$ cat src/hdl/frrfc_pkg.sv
package frrfc_pkg;
    localparam int AW_DEF = 10;
    localparam int MARK_BYTES_DEF = 32;
    localparam int BYTES_PER_WORD = 4;
    localparam int OFF_RST = 7;
    localparam logic [11:0] A_STATUS = 12'h000;
    localparam logic [11:0] A_LEVEL = 12'h004;
    localparam logic [11:0] A_AE_OFF = 12'h008;
    localparam logic [11:0] A_AF_OFF = 12'h00C;
    localparam logic [11:0] A_IRQ_STAT = 12'h010;
    localparam logic [11:0] A_IRQ_MASK = 12'h014;
    localparam int IRQ_W = 4;
    localparam int IRQ_AF = 0;
    localparam int IRQ_AE = 1;
    localparam int IRQ_MARK_REF = 2;
    localparam int IRQ_WR_REF = 3;
    localparam logic [3:0] IRQ_MASK_RST = 4'h0;
    localparam int ST_EF = 0;
    localparam int ST_AE = 1;
    localparam int ST_AF = 2;
    localparam int ST_FULL = 3;
    localparam int ST_RT = 4;
    localparam int ST_MARK = 5;
    localparam int ST_FALL_THROUGH_MODE = 6;
    localparam int ST_SYNC = 7;
    typedef enum logic [1:0] {RT_IDLE, RT_SETUP, RT_FLAGS} frrfc_rt_t;
endpackage : frrfc_pkg

$ cat src/hdl/frrfc_flag.sv
module frrfc_flag (
    input wire logic i_clk,
    input wire logic i_rst,
    input wire logic i_sync,
    input wire logic i_early,
    input wire logic i_hit,
    output logic o_flag_n
);
    logic flag_q;

    always_ff @(posedge i_clk)
    begin
        if (i_rst)
            flag_q <= 1'b1;
        else
            flag_q <= ~i_hit;
    end

    // Async mode follows the level at once; sync mode lags one edge unless i_early is set
    assign o_flag_n = (i_sync && !i_early) ? flag_q : ~i_hit;
endmodule : frrfc_flag

$ cat src/hdl/frrfc_top.sv
// Local design decisions: the APB interface to the registers and the placing of the registers.
module frrfc_top #(
    parameter int AW = frrfc_pkg::AW_DEF,
    parameter int MARK_BYTES = frrfc_pkg::MARK_BYTES_DEF
) (
    input wire logic I_MCLK,
    input wire logic I_RST,
    input wire logic I_PSEL,
    input wire logic I_PENABLE,
    input wire logic I_PWRITE,
    input wire logic [11:0] I_PADDR,
    input wire logic [31:0] I_PWDATA,
    output logic [31:0] O_PRDATA,
    output logic O_PREADY,
    output logic O_PSLVERR,
    output logic O_IRQ,
    input wire logic I_FLAG_TIMING_SELECT,
    input wire logic I_FALL_THROUGH_MODE,
    input wire logic I_WRITE_EN_N,
    input wire logic [AW-1:0] I_OFFSET_DATA,
    output logic O_MEM_WE,
    output logic [AW-1:0] O_MEM_WADDR,
    input wire logic I_READ_SELECT_N,
    input wire logic I_READ_EN_N,
    input wire logic I_RETRANSMIT_REQUEST_N,
    input wire logic I_MARK,
    output logic [AW-1:0] O_MEM_RADDR,
    output logic O_OUT_LOAD,
    output logic O_OUT_ENABLE,
    input wire logic I_OFFSET_LOAD_N,
    input wire logic I_SERIAL_EN,
    input wire logic I_SERIAL_IN,
    output logic [AW-1:0] O_OFFSET_Q,
    output logic O_OFFSET_Q_VALID,
    output logic O_EMPTY_FLAG_N,
    output logic O_FULL_FLAG_N,
    output logic O_ALMOST_EMPTY_FLAG_N,
    output logic O_ALMOST_FULL_FLAG_N
);
    localparam int CW = AW + 2;
    localparam logic [CW-1:0] DEPTH_STD = CW'(1) << AW;
    localparam logic [CW-1:0] MARK_WORDS = CW'(MARK_BYTES / frrfc_pkg::BYTES_PER_WORD);
    localparam logic [5:0] SBITS = 6'(2 * AW);

    function automatic logic reg_hit(input logic [11:0] a);
        reg_hit = (a == frrfc_pkg::A_STATUS) || (a == frrfc_pkg::A_LEVEL) ||
            (a == frrfc_pkg::A_AE_OFF) || (a == frrfc_pkg::A_AF_OFF) ||
            (a == frrfc_pkg::A_IRQ_STAT) || (a == frrfc_pkg::A_IRQ_MASK);
    endfunction : reg_hit

    logic sync_q;
    logic fall_through_mode_q;
    logic [CW-1:0] count_q;
    logic [CW-1:0] ret_q;
    logic [AW-1:0] wptr_q;
    logic [AW-1:0] rptr_q;
    logic [AW-1:0] mark_ptr_q;
    logic outv_q;
    logic mark_q;
    logic rt_prev_q;
    logic oe_q;
    logic ef_q;
    frrfc_pkg::frrfc_rt_t rt_st_q;
    logic [AW-1:0] ae_off_q;
    logic [AW-1:0] af_off_q;
    logic [5:0] sbit_q;
    logic wsel_q;
    logic rsel_q;
    logic prd_prev_q;
    logic [frrfc_pkg::IRQ_W-1:0] stat_q;
    logic [frrfc_pkg::IRQ_W-1:0] mask_q;
    logic [frrfc_pkg::IRQ_W-1:0] set_d;
    logic [frrfc_pkg::IRQ_W-1:0] clr_d;
    logic ae_prev_q;
    logic af_prev_q;
    logic [31:0] rdata_d;
    logic [7:0] status_d;

    logic [CW-1:0] depth_eff;
    logic [CW-1:0] ram_cnt;
    logic [CW-1:0] cap_cnt;
    logic [CW-1:0] count_d;
    logic full;
    logic ld_mode;
    logic rd_raw;
    logic rd_req;
    logic wr_req;
    logic wr_do;
    logic rt_busy;
    logic rt_go;
    logic rt_block;
    logic fall;
    logic adv;
    logic pop;
    logic ae_hit;
    logic af_hit;
    logic mark_req;
    logic mark_ok;
    logic prd;
    logic apb_setup;
    logic apb_wr;
    logic apb_rd;

    // Straps are caught while reset is held and kept until the next reset
    always_ff @(posedge I_MCLK)
    begin
        if (I_RST)
        begin
            sync_q <= I_FLAG_TIMING_SELECT;
            fall_through_mode_q <= I_FALL_THROUGH_MODE;
        end
    end

    assign depth_eff = fall_through_mode_q ? DEPTH_STD + CW'(1) : DEPTH_STD;
    assign ram_cnt = count_q - CW'(outv_q);
    // A mark makes the retained span, not the unread span, the limit
    assign cap_cnt = mark_q ? ret_q : count_q;
    assign full = cap_cnt >= depth_eff;
    assign ld_mode = !I_OFFSET_LOAD_N;
    assign rd_raw = !I_READ_EN_N && !I_READ_SELECT_N;
    assign rd_req = rd_raw && !ld_mode;
    assign wr_req = !I_WRITE_EN_N && !ld_mode;
    assign wr_do = wr_req && !full;
    assign rt_busy = rt_st_q != frrfc_pkg::RT_IDLE;
    // Edge start: a request held low does not restart the sequence
    assign rt_go = !I_RETRANSMIT_REQUEST_N && rt_prev_q && mark_q && !rt_busy;
    assign rt_block = rt_busy || rt_go;
    assign fall = fall_through_mode_q && !outv_q && ram_cnt != '0 && !rt_go;
    // No select history is checked, so an early enable consumes the first word
    assign adv = fall_through_mode_q && outv_q && rd_req && !rt_block;
    assign pop = fall_through_mode_q ? adv : (rd_req && count_q != '0 && !rt_block);
    assign count_d = rt_go ? ret_q + CW'(wr_do) : count_q + CW'(wr_do) - CW'(pop);
    assign ae_hit = count_q <= {2'b00, ae_off_q};
    assign af_hit = count_q >= depth_eff - {2'b00, af_off_q};
    assign mark_req = I_MARK && !mark_q;
    assign mark_ok = count_q >= MARK_WORDS;
    assign prd = ld_mode && rd_raw && !prd_prev_q;

    assign O_MEM_WE = wr_do;
    assign O_MEM_WADDR = wptr_q;
    assign O_MEM_RADDR = rptr_q;
    assign O_OUT_LOAD = fall || (pop && ram_cnt != '0);
    assign O_OUT_ENABLE = oe_q;
    assign O_EMPTY_FLAG_N = ef_q;
    assign O_FULL_FLAG_N = ~full;

    always_ff @(posedge I_MCLK)
    begin
        if (I_RST)
        begin
            count_q <= '0;
            wptr_q <= '0;
            rptr_q <= '0;
            outv_q <= 1'b0;
        end
        else
        begin
            count_q <= count_d;
            if (wr_do)
                wptr_q <= wptr_q + AW'(1);
            if (rt_go)
                rptr_q <= mark_ptr_q;
            else if (O_OUT_LOAD)
                rptr_q <= rptr_q + AW'(1);
            if (rt_go)
                outv_q <= 1'b0;
            else if (fall)
                outv_q <= 1'b1;
            else if (adv && ram_cnt == '0)
                outv_q <= 1'b0;
        end
    end

    // Mark holds while its input stays high; retained count grows with writes
    always_ff @(posedge I_MCLK)
    begin
        if (I_RST)
        begin
            mark_q <= 1'b0;
            mark_ptr_q <= '0;
            ret_q <= '0;
        end
        else if (!I_MARK)
            mark_q <= 1'b0;
        else if (mark_req && mark_ok)
        begin
            mark_q <= 1'b1;
            mark_ptr_q <= (fall_through_mode_q && outv_q) ? rptr_q - AW'(1) : rptr_q;
            ret_q <= count_q + CW'(wr_do);
        end
        else if (mark_q)
            ret_q <= ret_q + CW'(wr_do);
    end

    always_ff @(posedge I_MCLK)
    begin
        if (I_RST)
        begin
            rt_st_q <= frrfc_pkg::RT_IDLE;
            rt_prev_q <= 1'b1;
        end
        else
        begin
            rt_prev_q <= I_RETRANSMIT_REQUEST_N;
            case (rt_st_q)
                frrfc_pkg::RT_IDLE:
                    if (rt_go)
                        rt_st_q <= frrfc_pkg::RT_SETUP;
                frrfc_pkg::RT_SETUP:
                    rt_st_q <= frrfc_pkg::RT_FLAGS;
                frrfc_pkg::RT_FLAGS:
                    rt_st_q <= frrfc_pkg::RT_IDLE;
                default:
                    rt_st_q <= frrfc_pkg::RT_IDLE;
            endcase
        end
    end

    // Empty is held low through retransmit setup and released after it
    always_ff @(posedge I_MCLK)
    begin
        if (I_RST)
        begin
            ef_q <= 1'b0;
            oe_q <= 1'b0;
        end
        else
        begin
            ef_q <= ~(rt_block || (fall_through_mode_q ? !outv_q : count_q == '0));
            oe_q <= !I_READ_SELECT_N;
        end
    end

    frrfc_flag u_ae_flag (
        .i_clk(I_MCLK),
        .i_rst(I_RST),
        .i_sync(sync_q),
        .i_early(rt_st_q == frrfc_pkg::RT_FLAGS && !fall_through_mode_q),
        .i_hit(ae_hit),
        .o_flag_n(O_ALMOST_EMPTY_FLAG_N)
    );

    frrfc_flag u_af_flag (
        .i_clk(I_MCLK),
        .i_rst(I_RST),
        .i_sync(sync_q),
        .i_early(1'b0),
        .i_hit(af_hit),
        .o_flag_n(O_ALMOST_FULL_FLAG_N)
    );

    // Offsets: pins in load mode take priority over the bus
    always_ff @(posedge I_MCLK)
    begin
        if (I_RST)
        begin
            ae_off_q <= AW'(frrfc_pkg::OFF_RST);
            af_off_q <= AW'(frrfc_pkg::OFF_RST);
            sbit_q <= '0;
            wsel_q <= 1'b0;
        end
        else if (ld_mode && I_SERIAL_EN)
        begin
            if (sbit_q < 6'(AW))
                ae_off_q <= {I_SERIAL_IN, ae_off_q[AW-1:1]};
            else
                af_off_q <= {I_SERIAL_IN, af_off_q[AW-1:1]};
            sbit_q <= (sbit_q == SBITS - 6'd1) ? 6'd0 : sbit_q + 6'd1;
        end
        else if (ld_mode && !I_WRITE_EN_N)
        begin
            if (wsel_q)
                af_off_q <= I_OFFSET_DATA;
            else
                ae_off_q <= I_OFFSET_DATA;
            wsel_q <= ~wsel_q;
        end
        else if (!ld_mode)
        begin
            sbit_q <= '0;
            wsel_q <= 1'b0;
            if (apb_wr && I_PADDR == frrfc_pkg::A_AE_OFF)
                ae_off_q <= I_PWDATA[AW-1:0];
            if (apb_wr && I_PADDR == frrfc_pkg::A_AF_OFF)
                af_off_q <= I_PWDATA[AW-1:0];
        end
    end

    // Back-to-back offset reads are ignored rather than corrupting the order
    always_ff @(posedge I_MCLK)
    begin
        if (I_RST)
        begin
            O_OFFSET_Q <= '0;
            O_OFFSET_Q_VALID <= 1'b0;
            rsel_q <= 1'b0;
            prd_prev_q <= 1'b0;
        end
        else
        begin
            prd_prev_q <= ld_mode && rd_raw;
            O_OFFSET_Q_VALID <= prd;
            if (prd)
            begin
                O_OFFSET_Q <= rsel_q ? af_off_q : ae_off_q;
                rsel_q <= ~rsel_q;
            end
            else if (!ld_mode)
                rsel_q <= 1'b0;
        end
    end

    assign apb_setup = I_PSEL && !I_PENABLE;
    assign apb_wr = I_PSEL && I_PENABLE && I_PWRITE;
    assign apb_rd = I_PSEL && I_PENABLE && !I_PWRITE;
    assign O_PREADY = 1'b1;
    assign O_PSLVERR = I_PSEL && I_PENABLE && !reg_hit(I_PADDR);
    assign O_IRQ = |(stat_q & mask_q);

    always_comb
    begin
        status_d = '0;
        status_d[frrfc_pkg::ST_EF] = O_EMPTY_FLAG_N;
        status_d[frrfc_pkg::ST_AE] = O_ALMOST_EMPTY_FLAG_N;
        status_d[frrfc_pkg::ST_AF] = O_ALMOST_FULL_FLAG_N;
        status_d[frrfc_pkg::ST_FULL] = full;
        status_d[frrfc_pkg::ST_RT] = rt_busy;
        status_d[frrfc_pkg::ST_MARK] = mark_q;
        status_d[frrfc_pkg::ST_FALL_THROUGH_MODE] = fall_through_mode_q;
        status_d[frrfc_pkg::ST_SYNC] = sync_q;
        case (I_PADDR)
            frrfc_pkg::A_STATUS: rdata_d = 32'(status_d);
            frrfc_pkg::A_LEVEL: rdata_d = 32'(count_q);
            frrfc_pkg::A_AE_OFF: rdata_d = 32'(ae_off_q);
            frrfc_pkg::A_AF_OFF: rdata_d = 32'(af_off_q);
            frrfc_pkg::A_IRQ_STAT: rdata_d = 32'(stat_q);
            frrfc_pkg::A_IRQ_MASK: rdata_d = 32'(mask_q);
            default: rdata_d = '0;
        endcase
    end

    always_comb
    begin
        set_d = '0;
        set_d[frrfc_pkg::IRQ_AF] = af_prev_q && !O_ALMOST_FULL_FLAG_N;
        set_d[frrfc_pkg::IRQ_AE] = ae_prev_q && !O_ALMOST_EMPTY_FLAG_N;
        set_d[frrfc_pkg::IRQ_MARK_REF] = mark_req && !mark_ok;
        set_d[frrfc_pkg::IRQ_WR_REF] = wr_req && full;
        clr_d = (apb_rd && I_PADDR == frrfc_pkg::A_IRQ_STAT) ? stat_q : '0;
    end

    // Read data is latched in setup so the access phase needs no wait
    always_ff @(posedge I_MCLK)
    begin
        if (I_RST)
        begin
            O_PRDATA <= '0;
            mask_q <= frrfc_pkg::IRQ_MASK_RST;
            stat_q <= '0;
            ae_prev_q <= 1'b1;
            af_prev_q <= 1'b1;
        end
        else
        begin
            if (apb_setup && !I_PWRITE)
                O_PRDATA <= rdata_d;
            if (apb_wr && I_PADDR == frrfc_pkg::A_IRQ_MASK)
                mask_q <= I_PWDATA[frrfc_pkg::IRQ_W-1:0];
            // A new event in the clearing cycle survives the clear
            stat_q <= (stat_q & ~clr_d) | set_d;
            ae_prev_q <= O_ALMOST_EMPTY_FLAG_N;
            af_prev_q <= O_ALMOST_FULL_FLAG_N;
        end
    end
endmodule : frrfc_top

$ cat config.mk
export PLATFORM = sky130hd
export DESIGN_NAME = frrfc_top
export DESIGN_NICKNAME = d
export VERILOG_FILES = /design/src/hdl/frrfc_pkg.sv /design/src/hdl/frrfc_flag.sv /design/src/hdl/frrfc_top.sv
export SDC_FILE = /design/constraint.sdc
export NUM_CORES = 1
export LEC_CHECK = 0
export ABC_CLOCK_PERIOD_IN_PS = 7250
export BUFFER_PORTS_ARGS = -buffer_cell sky130_fd_sc_hd__buf_2
export CAP_MARGIN = 20
export CELL_PAD_IN_SITES_DETAIL_PLACEMENT = 0
export CELL_PAD_IN_SITES_GLOBAL_PLACEMENT = 1
export CORE_MARGIN = 1.5
export CORE_UTILIZATION = 31
export DETAILED_ROUTE_END_ITERATION = 8
export GPL_TIMING_DRIVEN = 0
export PLACE_DENSITY = 0.73
export SYNTH_ARGS = -nofsm -noshare
export SYNTH_HDL_FRONTEND = slang
export SYNTH_HIERARCHICAL = 1
export SYNTH_SLANG_ARGS = --single-unit
$ cat constraint.sdc
create_clock -name I_MCLK -period 7.25 [get_ports I_MCLK]
set_input_delay 0 -clock I_MCLK [delete_from_list [all_inputs] [get_ports I_MCLK]]
set_output_delay 0 -clock I_MCLK [all_outputs]
set_load 0.05 [all_outputs]
==> results of run 1 <==
[metrics by stage]
stage | total power, mW | utilization [%] | worst slack [ns] | hold slack [ns]
3_3_place_gp | 2.00 | 35.3 | 2.45 | 0.181
2_1_floorplan | 1.71 | - | 3.05 | 0.0724
3_5_place_dp | 2.01 | 35.3 | 2.39 | 0.179
6_report | 2.79 | 38.1 | 2.32 | 0.0217
4_1_cts | 2.80 | 38.1 | 2.35 | 0.00356
5_1_grt | 2.95 | 38.1 | 2.06 | 0.0334
[power groups by stage]
stage          clock (mW)  sequential, mW  combinational [mW]
3_3_place_gp            0           0.929                1.07
6_report            0.778           0.918                1.09
5_1_grt             0.821           0.932                1.19
4_1_cts             0.789           0.917                1.09
2_1_floorplan           0           0.957               0.755
3_5_place_dp            0           0.932                1.08
[layer usage]
| metal | routed length [um] | part of all wire (%) |
|---|---|---|
| met2 | 11900 | 47 |
| met3 | 1160 | 4.6 |
| met5 | 0 | 0 |
| met1 | 11400 | 46 |
| met4 | 571 | 2.3 |
[state kept, by name, summed over array words and instances, names as in the netlist, 2 cells and up]
| register | flops |
|---|---|
| O_PRDATA | 12 |
| count_q | 12 |
| ret_q | 12 |
| O_MEM_RADDR | 10 |
| O_MEM_WADDR | 10 |
| O_OFFSET_Q | 10 |
| ae_off_q | 10 |
| af_off_q | 10 |
| mark_ptr_q | 10 |
| sbit_q | 6 |
| mask_q | 4 |
| stat_q | 4 |
| rt_st_q | 2 |
[Yosys cell counts (10+ instances only)]
master / count
clkbuf_1: 39
nand2b_1: 16
a311oi_1: 10
nand2_1: 69
inv_1: 30
xnor2_1: 21
nand4_1: 14
dfxtp_1: 125
or3_1: 13
nand3_1: 23
xor2_1: 27
nor2_1: 105
o21ai_0: 55
a211oi_1: 39
ha_1: 35
buf_4: 22
nand3b_1: 11
nor3_1: 29
a21oi_1: 40
mux2i_1: 42
nor3b_1: 13
[final timing paths]
check | start | end | slack [ns] | cells past startpoint
max | mark_q$_SDFFE_PP0P_ | count_q[8]$_SDFF_PP0_ | 2.32 | 18
min reg2reg | O_PRDATA[11]$_SDFFE_PP0P_ | O_PRDATA[11]$_SDFFE_PP0P_ | 0.46 | 2
max reg2reg | mark_q$_SDFFE_PP0P_ | count_q[8]$_SDFF_PP0_ | 2.32 | 18
min | I_OFFSET_DATA[6] | ae_off_q[6]$_SDFFE_PP0P_ | 0.02 | 5
[worst min-delay path: stages]
cell and delay (ns):
buf_2 0.10, nand2_1 0.05, a31oi_1 0.10, o21ai_0 0.08, mux2i_1 0.07
[final cells by class]
| class | instances | area share, % |
|---|---|---|
| plain buffers | 79 | 5.20 |
| clock buffers | 18 | 4.48 |
| clock inverters | 14 | 1.01 |
| inverters | 30 | 1.18 |
| multi-input cells | 733 | 50.1 |
| flip-flops and latches | 127 | 26.8 |
| well taps | 330 | 4.31 |
| repair buffers | 114 | 6.90 |
[repair_timing]
action                    CTS  global route
hold buffers               18             0
gates resized for setup     0             0
hold endpoints to repair   21             0
[cells by family after synthesis]
family                   synth area share (%)
adder cells (fa/ha/maj)                  5.55
AND/OR/NAND/NOR                          23.3
other                                  0.0952
AO/OA/AOI/OAI                            18.5
buffers and inverters                    7.74
flip-flops                               32.5
multiplexers                             6.94
XOR/XNOR                                 5.33
==> metrics, run 1 <==
Clock Latency Late Sink=around 0.43 ns; WP data required=7.55 ns; P_int=around 1.6 mW; Async SR Flop Fraction=0%; initial antenna violation count=0; Power Dens Cells=292 mW/mm^2; HP Class=input port to flip-flop; clock skew=0.0146 ns; Post-CTS Setup Inserts=0; Worst setup EP type=flip-flop; Slowest-stage cell, CP=buf_1; Synth Register Bits=127; I/O Buffers=96; fillers=2644; kind of cell adding the most delay to the critical path=simple AND/OR/NAND/NOR gates; Flop pwr share=roughly a third; max-cap viol count=0; Slew @ Worst Pin=0.954 ns; Fmax=203 MHz; most common cell after layout, fill and taps aside=dfxtp_1; Pleak=~3.9 nW; Multi-input gate area=0.00480 mm^2; worst vdd ir=~150 uV; placer congestion estimate=between 0.9 and 1; final hold vios=0; DRT iter0 DRCs=586; Final HPWL DP=around 19000 um; row cnt=58; Final ANT Viol Nets=0; DRT Pass-1 Iters=5; commonest cells after routing, fill and taps aside=125 x dfxtp_1, 105 x nor2_1, 98 x buf_2; Sequential Area=0.00256 mm^2; Slew Limit Fails=0; Synth Cell Area=between 0.007 and 0.008 mm^2; via count=7480; IO Count=about 140; worst path arrival time=5.24 ns; Worst path most repeated cell=ha_1; ys flop type=dfxtp_1; final setup vio count=0; crit path launch type=flip-flop; ant diodes=0; Synth area leaders=dfxtp_1 32%, ha_1 5.5%, mux2i_1 5.3%; most used routing layer=met2; wire per inst=17.3 um; CP Cell Sequence=buf_1, mux2i_1, ha_1, nand2b_1, a21oi_2, o21ai_1, buf_2, inv_1, ha_1, ha_1, inv_1, ha_1, or4b_1, o31ai_1, nand4_1, nor3b_1, xnor2_1, a211oi_1; WP buf/inv=4; clock sink total=127; residual DRC count=0; Root Buffer=clkbuf_16; Clock H-tree levels=4; Global Route met3 Usage=3.34%; number of global-route vias before repair=6875; grt met2 use=32.1%; Clk network pwr share=27.9%; Tot GR Track Use=19.1%; Avg Vias per Cell=5.18; Final Cell Area=approximately 0.0096 mm^2; Die H=163 um; Final Instance Count excl. Fillers=1445; core area=0.0251 mm^2; layout cells sized above 1=17.4%; Worst path max stage delay=~0.46 ns; Synth cell types=76; status=finished clean; sequential area share after synthesis=between 30% and 40%; EDFF count, synth=2; Rel. slew slack=about 36%; Placed Area=0.00886 mm^2; gr ovfl total=0; Cells after DPL=approximately 1400; first-pass GRT wire length=38700 um; TritonCTS buffer count=17; unrepaired setup endpoints after global routing=no; period utilization=around 70%; final setup TNS=0 ns; Net Switching=about 1.2 mW; Synth Warn #=6; Logic pwr share=39.2%; grt met1 use=24.5%; drt total wl=25000 um; crit path kind=flip-flop to flip-flop; Layout Nets=around 1200; Area Growth Syn to Fin=21.3%; largest net degree at the start of global routing=17; die area=~0.026 mm^2; clk slew on worst S/H paths=0.06 ns; Starting Density=between 30% and 40%; switch share=a little over two fifths; Max clock buf depth=2; critical path fanouts, max=10; share of the synthesized area in the top cell type=31.7%; syn_area_per_cell=around 8.3 um^2; largest area contributor in the netlist=dfxtp_1; Die Width=between 150 and 200 um; Syn Inst Count=948; CTS tree=done; minimum clock period=4.93 ns
Power figures use the tool's default switching activity.
==> run 2: changes to the inputs <==
ABC_AREA = 1   (was unset)
ABC_CLOCK_PERIOD_IN_PS = 4400   (was 7250)
PLACE_DENSITY = 0.77   (was 0.73)
clock period = 4.4 ns   (was 7.25 ns; I/O delays follow)
==> run 2 against run 1 <==
Setup slack got worse by 1.6 ns. Power rose by 76%. Largest power group unchanged. Area after synthesis rose by 3.2%. Die area rose by 3.1%. Global-route usage rose by 0.31 points.
==> metrics, run 2 <==
DRT iter0 DRCs=659 (+12%); Fmax=272 MHz; max-cap viol count=0 (unchanged); Total Power=4.90 mW (+76%); sequential area share after synthesis=31.5% (-1.0 points); synth cell count leaders=260 x nand2_1, 129 x inv_1, 125 x dfxtp_1; Final Instance Count excl. Fillers=1705 (+18%); die area=0.0273 mm^2 (+3.1%); IO Count=142 (unchanged); crit path launch type=flip-flop; Net Switching=2.08 mW (+78%); Area Growth Syn to Fin=21.5%; TritonCTS buffer count=17 (unchanged); syn_area_per_cell=6.77 um^2 (-19%); initial antenna violation count=0 (unchanged); Multi-input gate area=0.00477 mm^2 (-0.52%); Power Dens Cells=495 mW/mm^2 (+70%); ant diodes=0 (unchanged); gr ovfl total=0 (unchanged); WHS=0.0107 ns (-0.0110 ns); CTS tree=done; Cells after DPL=1656 (+19%); period utilization=83.5%; crit path kind=flip-flop to primary output; row cnt=59 (+1.7%); commonest cells after routing, fill and taps aside=260 x nand2_1, 129 x inv_1, 125 x dfxtp_1; unrepaired setup endpoints after global routing=no; WP data required=4.40 ns (-3.15 ns); worst vdd ir=244 uV (+64%); Max clock buf depth=2 (unchanged); Syn Inst Count=1203 (+27%); drt total wl=25700 um (+2.5%); DRT Pass-1 Iters=5 (unchanged); worst path arrival time=3.67 ns (-1.57 ns); Rel. slew slack=39.4% (+3.0 points); Synth area leaders=dfxtp_1 31%, nand2_1 12%, o21ai_0 6.2%; Synth cell types=50 (-34%); most common cell after layout, fill and taps aside=nand2_1; Slew @ Worst Pin=0.909 ns (-0.0448 ns); Die Width=165 um (+1.6%); largest area contributor in the netlist=dfxtp_1; Logic pwr share=38.5% (-0.7 points); Final HPWL DP=19800 um (+5.1%); Starting Density=31.4% (about the same); most common cell in the netlist=nand2_1; HP Class=input port to flip-flop; clk slew on worst S/H paths=0.06 ns (about the same); core area=0.0259 mm^2 (+3.2%); Clk network pwr share=29.6% (+1.7 points); number of global-route vias before repair=7546 (+9.8%); largest net degree at the start of global routing=17 (unchanged); Die H=165 um (+1.6%); clock sink total=127 (unchanged); Tot GR Track Use=19.4% (+0.31 points); final setup TNS=0 ns (unchanged); switch share=42.4% (+0.62 points); Synth Cell Area=0.00814 mm^2 (+3.2%); first-pass GRT wire length=40300 um (+4.1%); share of the synthesized area in the top cell type=30.7% (-0.98 points); placer congestion estimate=0.825 (-9.5%); Slew Limit Fails=0 (unchanged); wire per inst=15.1 um (-13%); critical path fanouts, max=6 (-4); Synth Register Bits=127 (unchanged); Flop pwr share=31.8% (-1.1 points); Sequential Area=0.00256 mm^2 (unchanged); Avg Vias per Cell=4.75 (-8.3%); fillers=2768 (+4.7%); Final ANT Viol Nets=0 (unchanged); Layout Nets=1461 (+21%); Worst setup EP type=primary output; Synth Warn #=6 (unchanged); final hold vios=0 (unchanged); ys flop type=dfxtp_1; registers with the most flip-flops=O_PRDATA x12, count_q x12, ret_q x12; residual DRC count=0 (unchanged); Post-CTS Resized=0 (unchanged); Clock Latency Late Sink=0.43 ns (about the same); Clock H-tree levels=4 (unchanged); P_int=2.82 mW (+74%); Pleak=4.49 nW (+15%); clock skew=0.00845 ns (-0.00615 ns); final setup vio count=0 (unchanged); I/O Buffers=98 (+2.1%); minimum clock period=between 3 and 4 ns; status=finished clean; EDFF count, synth=2 (unchanged); layout cells sized above 1=18.0% (+0.56 points); Root Buffer=clkbuf_16; Async SR Flop Fraction=0% (unchanged); via count=8094 (+8.2%); Post-CTS Setup Inserts=0 (unchanged)
[run 2: changes by cell type after synthesis, moves of 15 or more]
cell,change
a211oi_1,-36
a21oi_1,+47
clkbuf_1,-27
inv_1,+99
mux2i_1,-42
nand2_1,+191
nand2_2,+16
nand2b_1,-16
nand3_1,+58
o21ai_0,+46
o21ai_1,+18
xnor2_1,-15
[run 2: cell families (layout without fill, tap and decap cells)]
group | count (synthesis) | in the layout | synth area share (%)
simple gates | 553 | 553 | 31.1
buf+inv | 197 | 344 | 10.8
other cells | 2 | 22 | 0.0922
flops | 127 | 127 | 31.5
xor+xnor | 36 | 36 | 3.87
compound gates | 253 | 253 | 17.2
fa+ha+maj | 35 | 35 | 5.38
[run 2: final timing paths]
check | start | to | slack [ns] | depth (start not counted)
worst max-delay path | fall_through_mode_q$_DFFE_PP_ | O_ALMOST_FULL_FLAG_N | 0.73 | 15
worst min-delay path | I_SERIAL_IN | af_off_q[9]$_SDFFE_PP0P_ | 0.01 | 5
worst max register to register | mark_q$_SDFFE_PP0P_ | count_q[8]$_SDFF_PP0_ | 0.88 | 19
worst min register to register | rt_st_q[1]$_SDFFE_PP0P_ | rt_st_q[1]$_SDFFE_PP0P_ | 0.45 | 1
[run 2: cell type report]
type / instances / share of cell area, %
repair buffers: 115 / 6.68
clock buffers: 18 / 4.44
multi-input cells: 899 / 48.2
well taps: 335 / 4.24
flip-flops and latches: 127 / 25.9
plain buffers: 53 / 3.47
clock inverters: 14 / 1.57
inverters: 144 / 5.46
[run 2: power by group through the flow]
stage / clock network (mW) / registers, mW / logic [mW]
after floorplan: 0 / 1.61 / 1.34
after global placement: 0 / 1.57 / 1.86
after detailed placement: 0 / 1.58 / 1.88
after CTS: 1.47 / 1.55 / 1.90
after global routing: 1.52 / 1.59 / 2.12
final: 1.45 / 1.56 / 1.89
[run 2: layer usage]
metal | part of all wire [%] | global-route usage [%] | vias to the layer above
met3 | 3.9 | 2.80 | 30
met1 | 47 | 25.8 | 3663
met5 | 0 | 0 | -
met4 | 1.8 | 6.18 | 0
met2 | 47 | 32.1 | 186
li1 | - | - | 4215
[run 2: timing repair]
item / in CTS / in global routing
hold buffers: 17 / 0
endpoints found under the setup margin: 0 / 0
hold endpoints to repair: 18 / 0
[run 2: worst max-delay path, cell delays in order, from the launching register on]
cell	delay, ns
edfxtp_1	0.51
inv_2	0.11
ha_1	0.22
nor3_1	0.24
nand3_1	0.17
nor3_1	0.28
nand3_1	0.14
xor2_1	0.17
ha_1	0.29
a21oi_1	0.15
o21a_1	0.14
nand4_1	0.20
inv_1	0.13
nand2_1	0.07
nand2_1	0.13
buf_2	0.30
[run 2: metrics by stage]
step	util, %	setup slack, ns	cell area (um^2)
floorplan	-	1.23	8220
global placement	35.2	0.925	9130
detailed placement	35.2	0.867	9130
CTS	38.2	0.732	9890
global route	38.2	0.481	9890
finish	38.2	0.727	9890
